==> src/logic/pmef_pkg.sv <==
package pmef_pkg;

	// ------------------------------------------------------------------
	// Register indices; each register is one word at four times its index.
	// ------------------------------------------------------------------
	localparam logic [7:0] IDX_CONTROL = 8'hA0; // Control byte: gate and freeze.
	localparam logic [7:0] IDX_SRC_EN = 8'hA2; // Interrupt-source enable.
	localparam logic [7:0] IDX_EVT_EN = 8'hA4; // System and break event enable.
	localparam logic [7:0] IDX_TMR_START = 8'hA8; // Inactivity timer start count.
	localparam logic [7:0] IDX_STATUS = 8'hAC; // Event status, write 0 to clear.
	localparam logic [7:0] IDX_PM_PORT = 8'hB0; // Power control port.
	localparam logic [7:0] IDX_CLK_STOP = 8'hB4; // Clock-stop request.
	localparam logic [9:0] ADDR_CONTROL = {IDX_CONTROL, 2'b00}; // Byte addresses.
	localparam logic [9:0] ADDR_SRC_EN = {IDX_SRC_EN, 2'b00};
	localparam logic [9:0] ADDR_EVT_EN = {IDX_EVT_EN, 2'b00};
	localparam logic [9:0] ADDR_TMR_START = {IDX_TMR_START, 2'b00};
	localparam logic [9:0] ADDR_STATUS = {IDX_STATUS, 2'b00};
	localparam logic [9:0] ADDR_PM_PORT = {IDX_PM_PORT, 2'b00};
	localparam logic [9:0] ADDR_CLK_STOP = {IDX_CLK_STOP, 2'b00};

	// ------------------------------------------------------------------
	// Field positions and reset values.
	// ------------------------------------------------------------------
	localparam int CTL_GATE_BIT = 0; // Output gate of the interrupt pin.
	localparam int CTL_FREEZE_BIT = 3; // Timer freeze.
	localparam logic [7:0] CTL_RESET = 8'h08; // Timer frozen after reset.
	localparam logic [7:0] CTL_MASK = 8'h09; // Implemented control bits.
	localparam logic [15:0] SRC_EN_RESET = 16'h0000; // All sources disabled.
	localparam logic [15:0] SRC_EN_MASK = 16'h00FF; // Bits 15:8 reserved.
	localparam logic [31:0] EVT_EN_RESET = 32'h00000000; // All events disabled.
	localparam logic [31:0] EVT_MASK_BASIC = 32'hA000FFFB; // Common variant bits.
	localparam logic [31:0] EVT_MASK_FULL = 32'hEF00FFFB; // Interrupt-controller variant.
	localparam logic [7:0] TMR_START_RESET = 8'h0F; // Fifteen minutes.
	localparam logic [7:0] TMR_ZERO = 8'h00; // Expiry count.
	localparam logic [7:0] TMR_STEP = 8'h01; // One minute decrement.
	localparam int SRC_PM_PORT = 7; // Status bit for power port write.
	localparam int SRC_EXT = 6; // Status bit for external request.
	localparam int SRC_TIMER = 5; // Status bit for timer expiry.
	localparam int EVT_MGMT_BIT = 31; // Management interrupt as event.
	localparam int EVT_CPU_INT_BIT = 30; // CPU interrupt as break event.
	localparam int EVT_NMI_BIT = 29; // Non-maskable interrupt as event.
	localparam int EVT_ACT_LO = 24; // Lowest peripheral activity bit.
	localparam int NUM_IRQ = 16; // Interrupt lines watched.
	localparam int NUM_ACT = 4; // Serial, parallel, drive, DMA.
	localparam logic [31:0] READ_ZERO = 32'h00000000; // Unmapped read data.

endpackage

==> src/logic/pmef_sync_if.sv <==
`timescale 1ns/10ps
`default_nettype none

// Carries synchronised edge pulses from the input stage to the core.
interface pmef_sync_if #(parameter int W = 1);
	logic [W-1:0] level; // Synchronised level.
	logic [W-1:0] rise; // One-cycle pulse on assertion.
	modport src (output level, output rise);
	modport dst (input level, input rise);
endinterface

`default_nettype wire

==> src/logic/pmef_top.sv <==
`timescale 1ns/10ps
`default_nettype none

module pmef_top #(
	parameter bit FULL_VARIANT = 1'b1 // Interrupt-controller variant present.
) (
	input wire logic CLK_SYS_I, // 50 MHz system clock.
	input wire logic RST_N_I, // Synchronous reset, active low.
	input wire logic PSEL_I, // APB select.
	input wire logic PENABLE_I, // APB access phase.
	input wire logic PWRITE_I, // APB direction, high for write.
	input wire logic [9:0] PADDR_I, // APB byte address.
	input wire logic [31:0] PWDATA_I, // APB write data.
	output logic [31:0] PRDATA_O, // APB read data.
	output logic PREADY_O, // APB ready.
	output logic PSLVERR_O, // APB error on unmapped address.
	input wire logic [15:0] IRQ_I, // Hardware interrupt lines, active high.
	input wire logic EXT_MGMT_REQUEST_N_I, // External management request, active low.
	input wire logic NMI_I, // Non-maskable interrupt, active high.
	input wire logic CPU_INTR_I, // CPU interrupt request, active high.
	input wire logic CPU_INIT_I, // CPU init, active high.
	input wire logic [3:0] ACTIVITY_I, // DMA, drive, parallel, serial activity.
	input wire logic STOP_GRANT_I, // Stop-grant special cycle seen.
	input wire logic MINUTE_TICK_I, // One-minute tick, asynchronous.
	output logic MGMT_INT_OUT_N_O, // Management interrupt, active low.
	output logic CPU_CLOCK_STOP_N_O, // CPU clock stop, active low.
	output logic MGMT_CYCLE_O // Pulse when the timer raises an event.
);

	// ------------------------------------------------------------------
	// Input synchronisation.
	// ------------------------------------------------------------------
	localparam int NIN = 16 + 1 + 1 + 1 + 1 + 4 + 1 + 1; // Synchronised inputs.

	pmef_sync_if #(.W(NIN)) sync_bus ();

	// All asynchronous input pins cross into the clock domain before any logic reads them.
	// Synchronise then detect edge.
	pmef_edge_sync #(.W(NIN)) u_sync (
		.clk_i(CLK_SYS_I),
		.rst_n_i(RST_N_I),
		.async_i({MINUTE_TICK_I, STOP_GRANT_I, ACTIVITY_I, CPU_INIT_I, CPU_INTR_I,
			NMI_I, ~EXT_MGMT_REQUEST_N_I, IRQ_I}),
		.out(sync_bus)
	);

	logic [15:0] irq_rise; // Line assertion pulses.
	logic ext_rise; // External request pulse.
	logic nmi_rise; // NMI pulse.
	logic intr_rise; // CPU interrupt pulse.
	logic init_rise; // Init pulse.
	logic init_level; // Init level after synchronisation.
	logic [3:0] act_rise; // Peripheral activity pulses.
	logic grant_rise; // Stop-grant pulse.
	logic tick_rise; // Minute tick pulse.

	assign irq_rise = sync_bus.rise[15:0];
	assign ext_rise = sync_bus.rise[16];
	assign nmi_rise = sync_bus.rise[17];
	assign intr_rise = sync_bus.rise[18];
	assign init_rise = sync_bus.rise[19];
	assign init_level = sync_bus.level[19];
	assign act_rise = sync_bus.rise[23:20];
	assign grant_rise = sync_bus.rise[24];
	assign tick_rise = sync_bus.rise[25];

	// ------------------------------------------------------------------
	// APB slave.
	// ------------------------------------------------------------------
	logic [7:0] ctl; // Control byte.
	logic [15:0] src_en; // Interrupt-source enable.
	logic [31:0] evt_en; // Event enable.
	logic [7:0] tmr_start; // Timer start count.
	logic [7:0] status; // Event status bits.
	logic stop_req; // Clock-stop request from software.
	logic wr_en; // Write taken this cycle.
	logic rd_en; // Read taken this cycle.
	logic hit; // Address maps to a register.
	logic [31:0] evt_mask; // Writable event bits for this variant.
	logic [7:0] tmr_count; // Current timer count.
	logic tmr_expire; // Timer expiry pulse.

	// Decodes a mapped address; used by the error logic only.
	function automatic logic addr_mapped(input logic [9:0] a);
		addr_mapped = (a == pmef_pkg::ADDR_CONTROL) || (a == pmef_pkg::ADDR_SRC_EN) ||
			(a == pmef_pkg::ADDR_EVT_EN) || (a == pmef_pkg::ADDR_TMR_START) ||
			(a == pmef_pkg::ADDR_STATUS) || (a == pmef_pkg::ADDR_PM_PORT) ||
			(a == pmef_pkg::ADDR_CLK_STOP);
	endfunction

	assign evt_mask = FULL_VARIANT ? pmef_pkg::EVT_MASK_FULL : pmef_pkg::EVT_MASK_BASIC;
	assign hit = addr_mapped(PADDR_I);
	// Zero-wait slave: every access completes in its first access cycle.
	assign PREADY_O = 1'b1;
	assign wr_en = PSEL_I && PENABLE_I && PWRITE_I;
	assign rd_en = PSEL_I && !PENABLE_I && !PWRITE_I;
	assign PSLVERR_O = PSEL_I && PENABLE_I && !hit;

	// Control register; reserved bits stay zero.
	always_ff @(posedge CLK_SYS_I) begin
		if (!RST_N_I) begin
			ctl <= pmef_pkg::CTL_RESET;
		end else if (wr_en && PADDR_I == pmef_pkg::ADDR_CONTROL) begin
			ctl <= PWDATA_I[7:0] & pmef_pkg::CTL_MASK;
		end
	end

	// Enable registers.
	always_ff @(posedge CLK_SYS_I) begin
		if (!RST_N_I) begin
			src_en <= pmef_pkg::SRC_EN_RESET;
			evt_en <= pmef_pkg::EVT_EN_RESET;
		end else if (wr_en) begin
			if (PADDR_I == pmef_pkg::ADDR_SRC_EN) begin
				src_en <= PWDATA_I[15:0] & pmef_pkg::SRC_EN_MASK;
			end
			if (PADDR_I == pmef_pkg::ADDR_EVT_EN) begin
				evt_en <= PWDATA_I & evt_mask;
			end
		end
	end

	// Start count; a write while the timer runs is accepted, but the
	// running count only picks it up at the next reload.
	always_ff @(posedge CLK_SYS_I) begin
		if (!RST_N_I) begin
			tmr_start <= pmef_pkg::TMR_START_RESET;
		end else if (wr_en && PADDR_I == pmef_pkg::ADDR_TMR_START) begin
			tmr_start <= PWDATA_I[7:0];
		end
	end

	// Read data registered in the setup cycle so it is stable in access.
	always_ff @(posedge CLK_SYS_I) begin
		if (!RST_N_I) begin
			PRDATA_O <= pmef_pkg::READ_ZERO;
		end else if (rd_en) begin
			unique case (PADDR_I)
				pmef_pkg::ADDR_CONTROL: begin
					PRDATA_O <= {24'h000000, ctl};
				end
				pmef_pkg::ADDR_SRC_EN: begin
					PRDATA_O <= {16'h0000, src_en};
				end
				pmef_pkg::ADDR_EVT_EN: begin
					PRDATA_O <= evt_en;
				end
				pmef_pkg::ADDR_TMR_START: begin
					PRDATA_O <= {24'h000000, tmr_start};
				end
				pmef_pkg::ADDR_STATUS: begin
					PRDATA_O <= {24'h000000, status};
				end
				pmef_pkg::ADDR_PM_PORT: begin
					PRDATA_O <= {24'h000000, tmr_count};
				end
				pmef_pkg::ADDR_CLK_STOP: begin
					PRDATA_O <= {31'h00000000, stop_req};
				end
				default: begin
					PRDATA_O <= pmef_pkg::READ_ZERO;
				end
			endcase
		end
	end

	// ------------------------------------------------------------------
	// Event sources.
	// ------------------------------------------------------------------
	logic pm_port_wr; // Write to the power control port.
	logic [7:0] src_raw; // Raw per-source events in status order.
	logic [7:0] src_hit; // Enabled source events.
	logic sys_event; // Any enabled system event.
	logic brk_event; // Any enabled break event.
	logic [15:0] irq_evt; // Line events gated by event enables.

	assign pm_port_wr = wr_en && PADDR_I == pmef_pkg::ADDR_PM_PORT;

	// Lines 12, 8, 4, 3, 1 feed bits 4:0.
	assign src_raw = {pm_port_wr, ext_rise, tmr_expire, irq_rise[12], irq_rise[8],
		irq_rise[4], irq_rise[3], irq_rise[1]};
	// Enabled events count in any power state.
	assign src_hit = src_raw & src_en[7:0];

	// Line 2 is reserved, masked out above.
	assign irq_evt = irq_rise & evt_en[15:0];

	// Management and NMI are system and break events.
	assign sys_event = (|irq_evt) || (evt_en[pmef_pkg::EVT_MGMT_BIT] && (|src_hit)) ||
		(evt_en[pmef_pkg::EVT_NMI_BIT] && nmi_rise) ||
		(|(act_rise & evt_en[pmef_pkg::EVT_ACT_LO +: pmef_pkg::NUM_ACT]));
	// CPU interrupt is a break event only.
	assign brk_event = (|irq_evt) || (evt_en[pmef_pkg::EVT_MGMT_BIT] && (|src_hit)) ||
		(evt_en[pmef_pkg::EVT_NMI_BIT] && nmi_rise) ||
		(evt_en[pmef_pkg::EVT_CPU_INT_BIT] && intr_rise);

	// ------------------------------------------------------------------
	// Status register.
	// ------------------------------------------------------------------
	// Software writes 0 to clear a bit; a new event in the same cycle wins.
	// Each bit is set by an edge, so a held source is reported once.
	always_ff @(posedge CLK_SYS_I) begin
		if (!RST_N_I) begin
			status <= 8'h00;
		end else if (wr_en && PADDR_I == pmef_pkg::ADDR_STATUS) begin
			status <= (status & PWDATA_I[7:0]) | src_hit;
		end else begin
			status <= status | src_hit;
		end
	end

	// ------------------------------------------------------------------
	// Interrupt output.
	// ------------------------------------------------------------------
	// Registered pin: asserts the cycle after status or gate changes.
	always_ff @(posedge CLK_SYS_I) begin
		if (!RST_N_I) begin
			MGMT_INT_OUT_N_O <= 1'b1;
		end else begin
			// Gate high drives pending to pin.
			// Pending status asserts once gated on.
			MGMT_INT_OUT_N_O <= !(ctl[pmef_pkg::CTL_GATE_BIT] && (|status));
		end
	end

	// ------------------------------------------------------------------
	// Inactivity timer.
	// ------------------------------------------------------------------
	// Decrement per minute tick.
	pmef_minute_timer u_timer (
		.clk_i(CLK_SYS_I),
		.rst_n_i(RST_N_I),
		.tick_i(tick_rise),
		.freeze_i(ctl[pmef_pkg::CTL_FREEZE_BIT]),
		.reload_i(sys_event),
		.start_i(tmr_start),
		.expire_o(tmr_expire),
		.count_o(tmr_count)
	);

	// Relies on software freezing before start writes.
	assign MGMT_CYCLE_O = tmr_expire;

	// ------------------------------------------------------------------
	// Clock-stop control.
	// ------------------------------------------------------------------
	typedef enum logic [1:0] {
		PMEF_RUN_S = 2'b00, // CPU clock running.
		PMEF_WAIT_S = 2'b01, // Stop asserted, waiting for stop-grant.
		PMEF_STOP_S = 2'b10 // Stop-grant received, CPU halted.
	} pmef_stop_t;

	pmef_stop_t stop_state; // Clock-stop state.
	logic brk_latched; // Break seen before stop-grant.

	// Software requests stop by writing 1; the state machine consumes it.
	always_ff @(posedge CLK_SYS_I) begin
		if (!RST_N_I) begin
			stop_req <= 1'b0;
		end else if (wr_en && PADDR_I == pmef_pkg::ADDR_CLK_STOP) begin
			stop_req <= PWDATA_I[0];
		end else if (stop_state != PMEF_RUN_S) begin
			stop_req <= 1'b0;
		end
	end

	// Init is ignored until stop-grant, so an early pulse does nothing.
	always_ff @(posedge CLK_SYS_I) begin
		if (!RST_N_I) begin
			stop_state <= PMEF_RUN_S;
			brk_latched <= 1'b0;
		end else begin
			unique case (stop_state)
				PMEF_RUN_S: begin
					brk_latched <= 1'b0;
					if (stop_req) begin
						stop_state <= PMEF_WAIT_S;
					end
				end
				PMEF_WAIT_S: begin
					if (brk_event) begin
						brk_latched <= 1'b1;
					end
					if (grant_rise) begin
						stop_state <= (brk_latched || brk_event) ? PMEF_RUN_S : PMEF_STOP_S;
					end
				end
				PMEF_STOP_S: begin
					if (brk_event || init_rise || init_level) begin
						stop_state <= PMEF_RUN_S;
					end
				end
				default: begin
					stop_state <= PMEF_RUN_S;
				end
			endcase
		end
	end

	// Registered so the pin never glitches between states.
	always_ff @(posedge CLK_SYS_I) begin
		if (!RST_N_I) begin
			CPU_CLOCK_STOP_N_O <= 1'b1;
		end else begin
			CPU_CLOCK_STOP_N_O <= (stop_state == PMEF_RUN_S) && !stop_req;
		end
	end

endmodule

`default_nettype wire

==> src/logic/pmef_edge_sync.sv <==
`timescale 1ns/10ps
`default_nettype none

// Two-flop synchroniser with a rising-edge detector behind the second flop.
module pmef_edge_sync #(
	parameter int W = 1
) (
	input wire logic clk_i, // System clock.
	input wire logic rst_n_i, // Synchronous reset, active low.
	input wire logic [W-1:0] async_i, // Active-high asynchronous inputs.
	pmef_sync_if.src out // Synchronised levels and rising pulses.
);

	logic [W-1:0] meta; // First stage, read only by the second.
	logic [W-1:0] stable; // Second stage.
	logic [W-1:0] prev; // Delayed copy for edge detection.

	// ------------------------------------------------------------------
	// Synchroniser chain.
	// ------------------------------------------------------------------
	// The edge detector looks only at the second and third flops.
	always_ff @(posedge clk_i) begin
		if (!rst_n_i) begin
			meta <= '0;
			stable <= '0;
			prev <= '0;
		end else begin
			meta <= async_i;
			stable <= meta;
			prev <= stable;
		end
	end

	assign out.level = stable;
	assign out.rise = stable & ~prev;

endmodule

`default_nettype wire

==> src/logic/pmef_minute_timer.sv <==
`timescale 1ns/10ps
`default_nettype none

// Inactivity count-down timer, stepped by a synchronised minute tick.
module pmef_minute_timer (
	input wire logic clk_i, // System clock.
	input wire logic rst_n_i, // Synchronous reset, active low.
	input wire logic tick_i, // One-cycle pulse per minute.
	input wire logic freeze_i, // Stop counting while high.
	input wire logic reload_i, // System event: reload start count.
	input wire logic [7:0] start_i, // Programmed start count.
	output logic expire_o, // One-cycle pulse when zero is reached.
	output logic [7:0] count_o // Current count.
);

	logic [7:0] count; // Count-down register.

	// ------------------------------------------------------------------
	// Counter.
	// ------------------------------------------------------------------
	// Reaching zero reloads at once, so a start count of zero would fire
	// every clock cycle; software is expected never to program it.
	always_ff @(posedge clk_i) begin
		if (!rst_n_i) begin
			count <= pmef_pkg::TMR_START_RESET;
			expire_o <= 1'b0;
		end else begin
			expire_o <= 1'b0;
			if (reload_i) begin
				count <= start_i;
			end else if (count == pmef_pkg::TMR_ZERO) begin
				expire_o <= 1'b1;
				count <= start_i;
			end else if (tick_i && !freeze_i) begin
				count <= count - pmef_pkg::TMR_STEP;
			end
		end
	end

	assign count_o = count;

endmodule

`default_nettype wire

==> config.mk <==
export PLATFORM = sky130hd
export DESIGN_NAME = pmef_top
export DESIGN_NICKNAME = d
export VERILOG_FILES = /design/src/logic/pmef_pkg.sv /design/src/logic/pmef_sync_if.sv /design/src/logic/pmef_top.sv /design/src/logic/pmef_edge_sync.sv /design/src/logic/pmef_minute_timer.sv
export SDC_FILE = /design/constraint.sdc
export NUM_CORES = 1
export LEC_CHECK = 0
export BUFFER_PORTS_ARGS = -buffer_cell sky130_fd_sc_hd__buf_2
export CAP_MARGIN = 20
export CORE_MARGIN = 4
export CORE_UTILIZATION = 55
export CTS_CLUSTER_DIAMETER = 40
export DETAILED_ROUTE_END_ITERATION = 12
export PLACE_DENSITY = 0.79
export SYNTH_ARGS = -nofsm -noshare
export SYNTH_HDL_FRONTEND = slang
export SYNTH_SLANG_ARGS = --single-unit
==> constraint.sdc <==
create_clock -name CLK_SYS_I -period 2.4 [get_ports CLK_SYS_I]
set_input_delay 0.36 -clock CLK_SYS_I [delete_from_list [all_inputs] [get_ports CLK_SYS_I]]
set_output_delay 0.36 -clock CLK_SYS_I [all_outputs]
set_load 0.005 [all_outputs]
==> impl_results.md, run 1 <==
- Status: finished, final reports clean
- Ys Warns: 0
- Via density: 5.65
- Post-Route Utilization: 67.0%
- XOR/XNOR Fraction of Synth Area: 1.00%
- RR Startpoint: u_timer.count_o[2]$_SDFFE_PN1P_
- Max Slew Vio Count: 0
- Vias in the first global route: 4,662
- WHS: 42.9 ps
- Mapped cell area: between 0.006 and 0.007 mm2
- CP Max Fanout: 16
- CP Data Required Time: 2770 ps
- Max_cap viols: 0
- Share of layout cells above drive strength 1: 21.1%
- Area delta synth->final: 18.9%
- H-tree depth: 4
- Setup crit start kind: register
- Static leakage: 0.00290 uW
- RSZ-0062 raised after global routing: no
- Post-synthesis compound-gate area fraction: 10.8%
- Routability cong.: ~0.92
- Die height: ~110 um
- Post-synth EDFFs: 0
- Die area: 0.0129 mm2
- Core area: approximately 0.011 mm2
- CP Data Arrival Time: 2380 ps
- Largest net degree at the start of global routing: 85
- Worst Slack Setup Final: around 390 ps
- Post-Synthesis Cells: 636
- Pre-antenna DRT Iters: 5
- Clk pin slew, worst setup/hold paths: 70 ps
- VDD IR max: ~0.00043 V
- FP Rows: 38
- Register area share after synthesis: 52.4%
- Num CTS Buffers: 17
- Initial Utilization: a little under three fifths
- Fmax achieved: 496 MHz
- Post-Synth Adder-Cell Area: less than 1%
- Count of final hold-check violations: 0
- Reg-to-reg endpoint: u_timer.count_o[3]$_SDFFE_PN1P_
- CTS max path bufs: 2
- GRT overflow: 0
- Io pins: between 100 and 150
- Simple-gate share of the synthesized area: 26.6%
- CP Launch Point: u_timer.count_o[2]$_SDFFE_PN1P_
- Fin nets: 801
- Slew at the pin with the worst max-slew slack: 641 ps
- Die Width: 113 um
- Clk_lat worst skew: approximately 520 ps
- Drt total wl: roughly 15,000 um
- Final setup fails: 0
- Total Power: 5610 uW
- Port bufs: 89
- Setup TNS: 0 ps
- Multiplexer share of the synthesized area: 4.47%
- Async SR Flop Fraction: 0%
- Setup crit end: u_timer.count_o[3]$_SDFFE_PN1P_
- Main combinational cell family by area after synthesis: simple AND/OR/NAND/NOR gates
- Post-CTS Repair Setup Buffers: 0
- DRC viols: 0
- Pwr Density: 773 mW/mm2
- Routed Antenna Nets: 0
- Antenna diode count: 0
- Clk_skew: 10.7 ps
- Max-slew headroom: around 57%
- Routed vias: 4,963
- CTS tree: built
- GRT Total Usage: 23.4%
- Count leader, synth: dfxtp_1
- Dpl ws: between 150 and 200 ps
- Hold_sp: IRQ_I[15]
- Synth unique cells: 59
- Final min period: 2010 ps
- Hpwl dp: roughly 10,000 um
- Synthesized area per cell: 9.60 um2
- Synth area leaders: dfxtp_1 52%, and2_1 7.5%, nand2_1 4.6%
- Prevailing post-synth register cell: dfxtp_1
- WL/cell: 16.8 um
- Synth cell count leaders: 160 x dfxtp_1, 75 x nand2_1, 73 x and2_1
- CP endpoint kind: register
- Clk sinks: 160
- WS Path Type: register to register
- Fin crit share: 84.0%
- Path depth of the worst reg2reg path: 6
- Post-synth top area share: 52.4%
- Root buffer cell: clkbuf_8
- First-pass GRT wire length: 23,400 um
- Initial antenna violation count: 0
- Synthesis-stage register bit count: 160
- HP Class: primary input to register
- 1st-iter DRT viols: a little over 600
- Largest area contributor in the netlist: dfxtp_1
- Flop2flop setup slack: 390 ps
-- kinds of logic after synthesis --
| logic type | count (synthesis) |
|---|---|
| and+or+nand+nor | 283 |
| muxes | 26 |
| DFF | 160 |
| AOI/OAI and AO/OA | 105 |
| adders and majority gates | 2 |
| buffers and inverters | 51 |
| xor gates and xnor gates | 7 |
| other | 2 |
-- layout make-up --
class	count	area, um2
Fill cell	851	3580
Sequential cell	160	3200
Multi-Input combinational cell	433	2680
Timing Repair Buffer	107	583
Clock buffer	18	428
Tap cell	140	175
Clock inverter	14	169
Inverter	7	26.3
-- sequential cells by signal, indices dropped and copies added (netlist names) --
name                cells
u_sync.prev            24
MGMT_INT_OUT_N_O        1
u_timer.expire_o        1
ctl                     2
u_timer.count_o         8
evt_en                 22
brk_latched             1
u_sync.meta            25
stop_req                1
tmr_start               8
status                  8
u_sync.out.level       25
stop_state              2
src_en                  8
CPU_CLOCK_STOP_N_O      1
PRDATA_O               23
-- cells in the final DEF (no fill, tap or decap), types with 5 or more instances in the layout --
master,Yosys,layout
dfxtp_1,160,160
buf_2,6,89
nand2_1,75,75
and2_1,73,73
a21oi_1,52,52
nor2_1,33,33
nand3b_1,26,26
mux2i_1,25,25
nand3_1,24,24
buf_4,12,17
o21ai_0,16,16
clkbuf_16,0,16
conb_1,2,10
a31oi_1,7,7
inv_1,6,6
nor3_1,6,6
nand4_1,6,6
a221oi_1,6,6
a311oi_1,6,6
inv_6,0,6
nor4_1,5,5
a22oi_1,5,5
-- metrics by stage --
step / std cells / area, um2
2_1_floorplan: 644 / 6140
3_3_place_gp: 846 / 6650
3_5_place_dp: 846 / 6650
4_1_cts: 879 / 7260
5_1_grt: 879 / 7260
6_report: 879 / 7260
-- worst min-delay path by stage --
| stage | depth (start not counted) | slack, ps | end |
|---|---|---|---|
| after CTS | 2 | 20 | u_sync.meta[9]$_SDFF_PN0_ |
| final | 2 | 40 | u_sync.meta[15]$_SDFF_PN0_ |
| after detailed placement | 1 | 410 | MGMT_INT_OUT_N_O$_SDFF_PN1_ |
| after global placement | 1 | 400 | MGMT_INT_OUT_N_O$_SDFF_PN1_ |
| after global routing | 2 | 10 | u_sync.meta[15]$_SDFF_PN0_ |
| after floorplan | 1 | 380 | MGMT_INT_OUT_N_O$_SDFF_PN1_ |
-- worst max-delay path, cell delays in order, from the launching register on --
cell,delay (ps)
dfxtp_1,360
nor4_1,400
nor4bb_1,440
nor3_1,80
buf_4,210
a311oi_1,300
a41oi_1,70
-- power breakdown --
part | internal [uW] | total (uW) | switching, uW
Clock | 1550 | 2680 | 1130
Combinational | 88.1 | 207 | 119
Sequential | 2710 | 2720 | 17.3
Total | 4340 | 5610 | 1260
-- per-layer routing --
metal  vias to the layer above  track usage [%]  wire length (um)
met5                         -                0                 0
met4                         0             11.2               446
met3                        43             5.46              1220
met2                       242             37.5              6940
met1                      2313             29.9              6130
li1                       2365                -                 -
-- repair_timing --
| item | CTS | global route |
|---|---|---|
| hold buffers | 1 | 0 |
| gates resized for setup | 0 | 0 |
| hold endpoints to repair | 1 | 0 |
Power figures use the tool's default switching activity.
==> inputs of run 2 (changes only) <==
==> constraint.sdc (replaced) <==
create_clock -name CLK_SYS_I -period 1.87 [get_ports CLK_SYS_I]
set_input_delay 0.2805 -clock CLK_SYS_I [delete_from_list [all_inputs] [get_ports CLK_SYS_I]]
set_output_delay 0.2805 -clock CLK_SYS_I [all_outputs]
set_load 0.005 [all_outputs]
==> run 2 against run 1 <==
  * Non-clock buffer count up 65
  * Die area stayed put
  * Critical path type unchanged
  * Cell count rose by 7.4%
  * Register-to-register slack got worse by 370 ps
  * Critical path depth unchanged
  * Combinational power up 63%
  * Clock power is 18% higher
  * Maximum frequency grew 8.6%
  * Clock skew fell by 1.9 ps
  * Sequential share of layout area fell by 3.7 points
  * Highest routed layer unchanged
==> impl_results.md, run 2 (synthesis results as in run 1) <==
- Root buffer cell: clkbuf_8
- Slew at the pin with the worst max-slew slack: roughly 590 ps
- Worst hold path cell count: 3
- Die Width: 113 um
- HP Class: primary input to register
- Largest net degree at the start of global routing: 81
- Max_cap viols: 0
- DRC viols: 0
- Reg-to-reg endpoint: u_timer.count_o[0]$_SDFFE_PN1P_
- CTS tree: built
- GRT overflow: 0
- Hold_sp: PWDATA_I[14]
- Antenna diode count: 0
- Fin nets: 866
- Via density: roughly 5.5
- Port bufs: 89
- Die area: ~0.013 mm2
- CP Data Required Time: 2230 ps
- VDD IR max: slightly below 0.0006 V
- Most common cell after layout, fill and taps aside: dfxtp_1
- Clk_lat worst skew: ~520 ps
- First-pass GRT wire length: 24,500 um
- CP endpoint kind: register
- Area post-placement: 0.00690 mm2
- Post-Route Utilization: 73.2%
- Drt total wl: roughly 15,000 um
- Flop2flop setup slack: 20 ps
- Vias in the first global route: 4,914
- Setup crit start kind: register
- CP Max Fanout: 8
- CTS max path bufs: 2
- Io pins: 110
- CP Data Arrival Time: about 2200 ps
- Final min period: around 1900 ps
- Clk pin slew, worst setup/hold paths: ~70 ps
- WL/cell: ~16 um
- Clk sinks: 160
- Die height: 113 um
- Initial antenna violation count: 0
- WHS: 23.1 ps
- Hpwl dp: 10,500 um
- Most frequent cells in the layout: 157 x dfxtp_1, 89 x buf_2, 75 x nand2_1, 73 x and2_1, 52 x a21oi_1
- Fmax achieved: 539 MHz
- Status: finished, final reports clean
- 1st-iter DRT viols: roughly 600
- Max Slew Vio Count: 0
- Max-slew headroom: 60.6%
- Final setup fails: 0
- Core area: 0.0108 mm2
- Share of layout cells above drive strength 1: 23.9%
- Path depth of the worst reg2reg path: 6
- Routability cong.: 0.944
- WS Path Type: register to register
- Fin area: 0.00793 mm2
- Area delta synth->final: 29.9%
- RR Startpoint: u_timer.count_o[5]$_SDFFE_PN0P_
- Initial Utilization: 56.3%
- Count of final hold-check violations: 0
- FP Rows: 38
- Static leakage: 0.00319 uW
- Pwr Density: 883 mW/mm2
- Num CTS Buffers: 17
- GRT Total Usage: 24.1%
- H-tree depth: 4
- Clk_skew: around 8.8 ps
- Fin crit share: 99.2%
- Routed vias: between 5,000 and 6,000
- Routed Antenna Nets: 0
- Hold Path End: evt_en[14]$_SDFFE_PN0P_
- Pre-antenna DRT Iters: 5
-- run 2: cell count changes in the layout (fill, tap and decap cells not counted), sizes merged --
cell	before	now
dlygate4sd3	1	38
buf	106	134
bufinv	2	0
clkinvlp	0	2
inv	15	13
clkbuf	18	19
clkinv	4	5
-- run 2: layout make-up --
type	count	area, um2
inverter	7	26.3
clock buffer	19	432
multi-input combinational	433	2740
clock inverter	13	120
tap	140	175
sequential	160	3210
timing repair buffer	172	1230
fill	747	2910
-- run 2: how the worst max path moves through the flow --
stage / start / end
after floorplan: u_timer.count_o[0]$_SDFFE_PN1P_ / u_timer.count_o[6]$_SDFFE_PN0P_
after global placement: PADDR_I[8] / src_en[6]$_SDFFE_PN0P_
after detailed placement: PADDR_I[8] / src_en[5]$_SDFFE_PN0P_
after CTS: u_timer.count_o[0]$_SDFFE_PN1P_ / u_timer.count_o[2]$_SDFFE_PN1P_
after global routing: u_timer.count_o[5]$_SDFFE_PN0P_ / u_timer.count_o[0]$_SDFFE_PN1P_
final: u_timer.count_o[5]$_SDFFE_PN0P_ / u_timer.count_o[0]$_SDFFE_PN1P_
-- run 2: what timing repair did --
action,CTS,global route
pin swaps,0,3
hold endpoints to repair,38,0
gates resized for setup,1,13
setup buffers,2,2
hold buffers,38,0
setup endpoints to repair,4,8
-- run 2: stage by stage --
stage / setup TNS, ps / instances / setup slack (ps) / total power, uW
floorplan: 0 / 644 / 53.7 / 3720
global placement: -551 / 872 / -54.3 / 3830
detailed placement: -810 / 872 / -75.2 / 3840
CTS: 0 / 944 / 17.0 / 7030
global route: -346 / 944 / -78.1 / 7200
finish: 0 / 944 / 15.1 / 7010
-- run 2: routing by layer --
layer | vias up | GRT usage (%) | part of all wire (%)
met5 | - | 0 | 0
met4 | 0 | 11.2 | 3.5
met3 | 42 | 5.09 | 8.5
met2 | 243 | 40.3 | 48
met1 | 2418 | 30.0 | 40
li1 | 2499 | - | -
-- run 2: worst max-delay path, cell delays in order, from the launching register on --
cell and delay [ps]:
dfxtp_2 340, nor4_4 300, nor4bb_4 430, nor3_4 90, buf_12 150, a311oi_1 320, a41oi_1 80
-- run 2: power by group --
part / switching [uW] / internal [uW]
clock: 1450 / 1720
sequential: 22.5 / 3470
combinational: 162 / 175
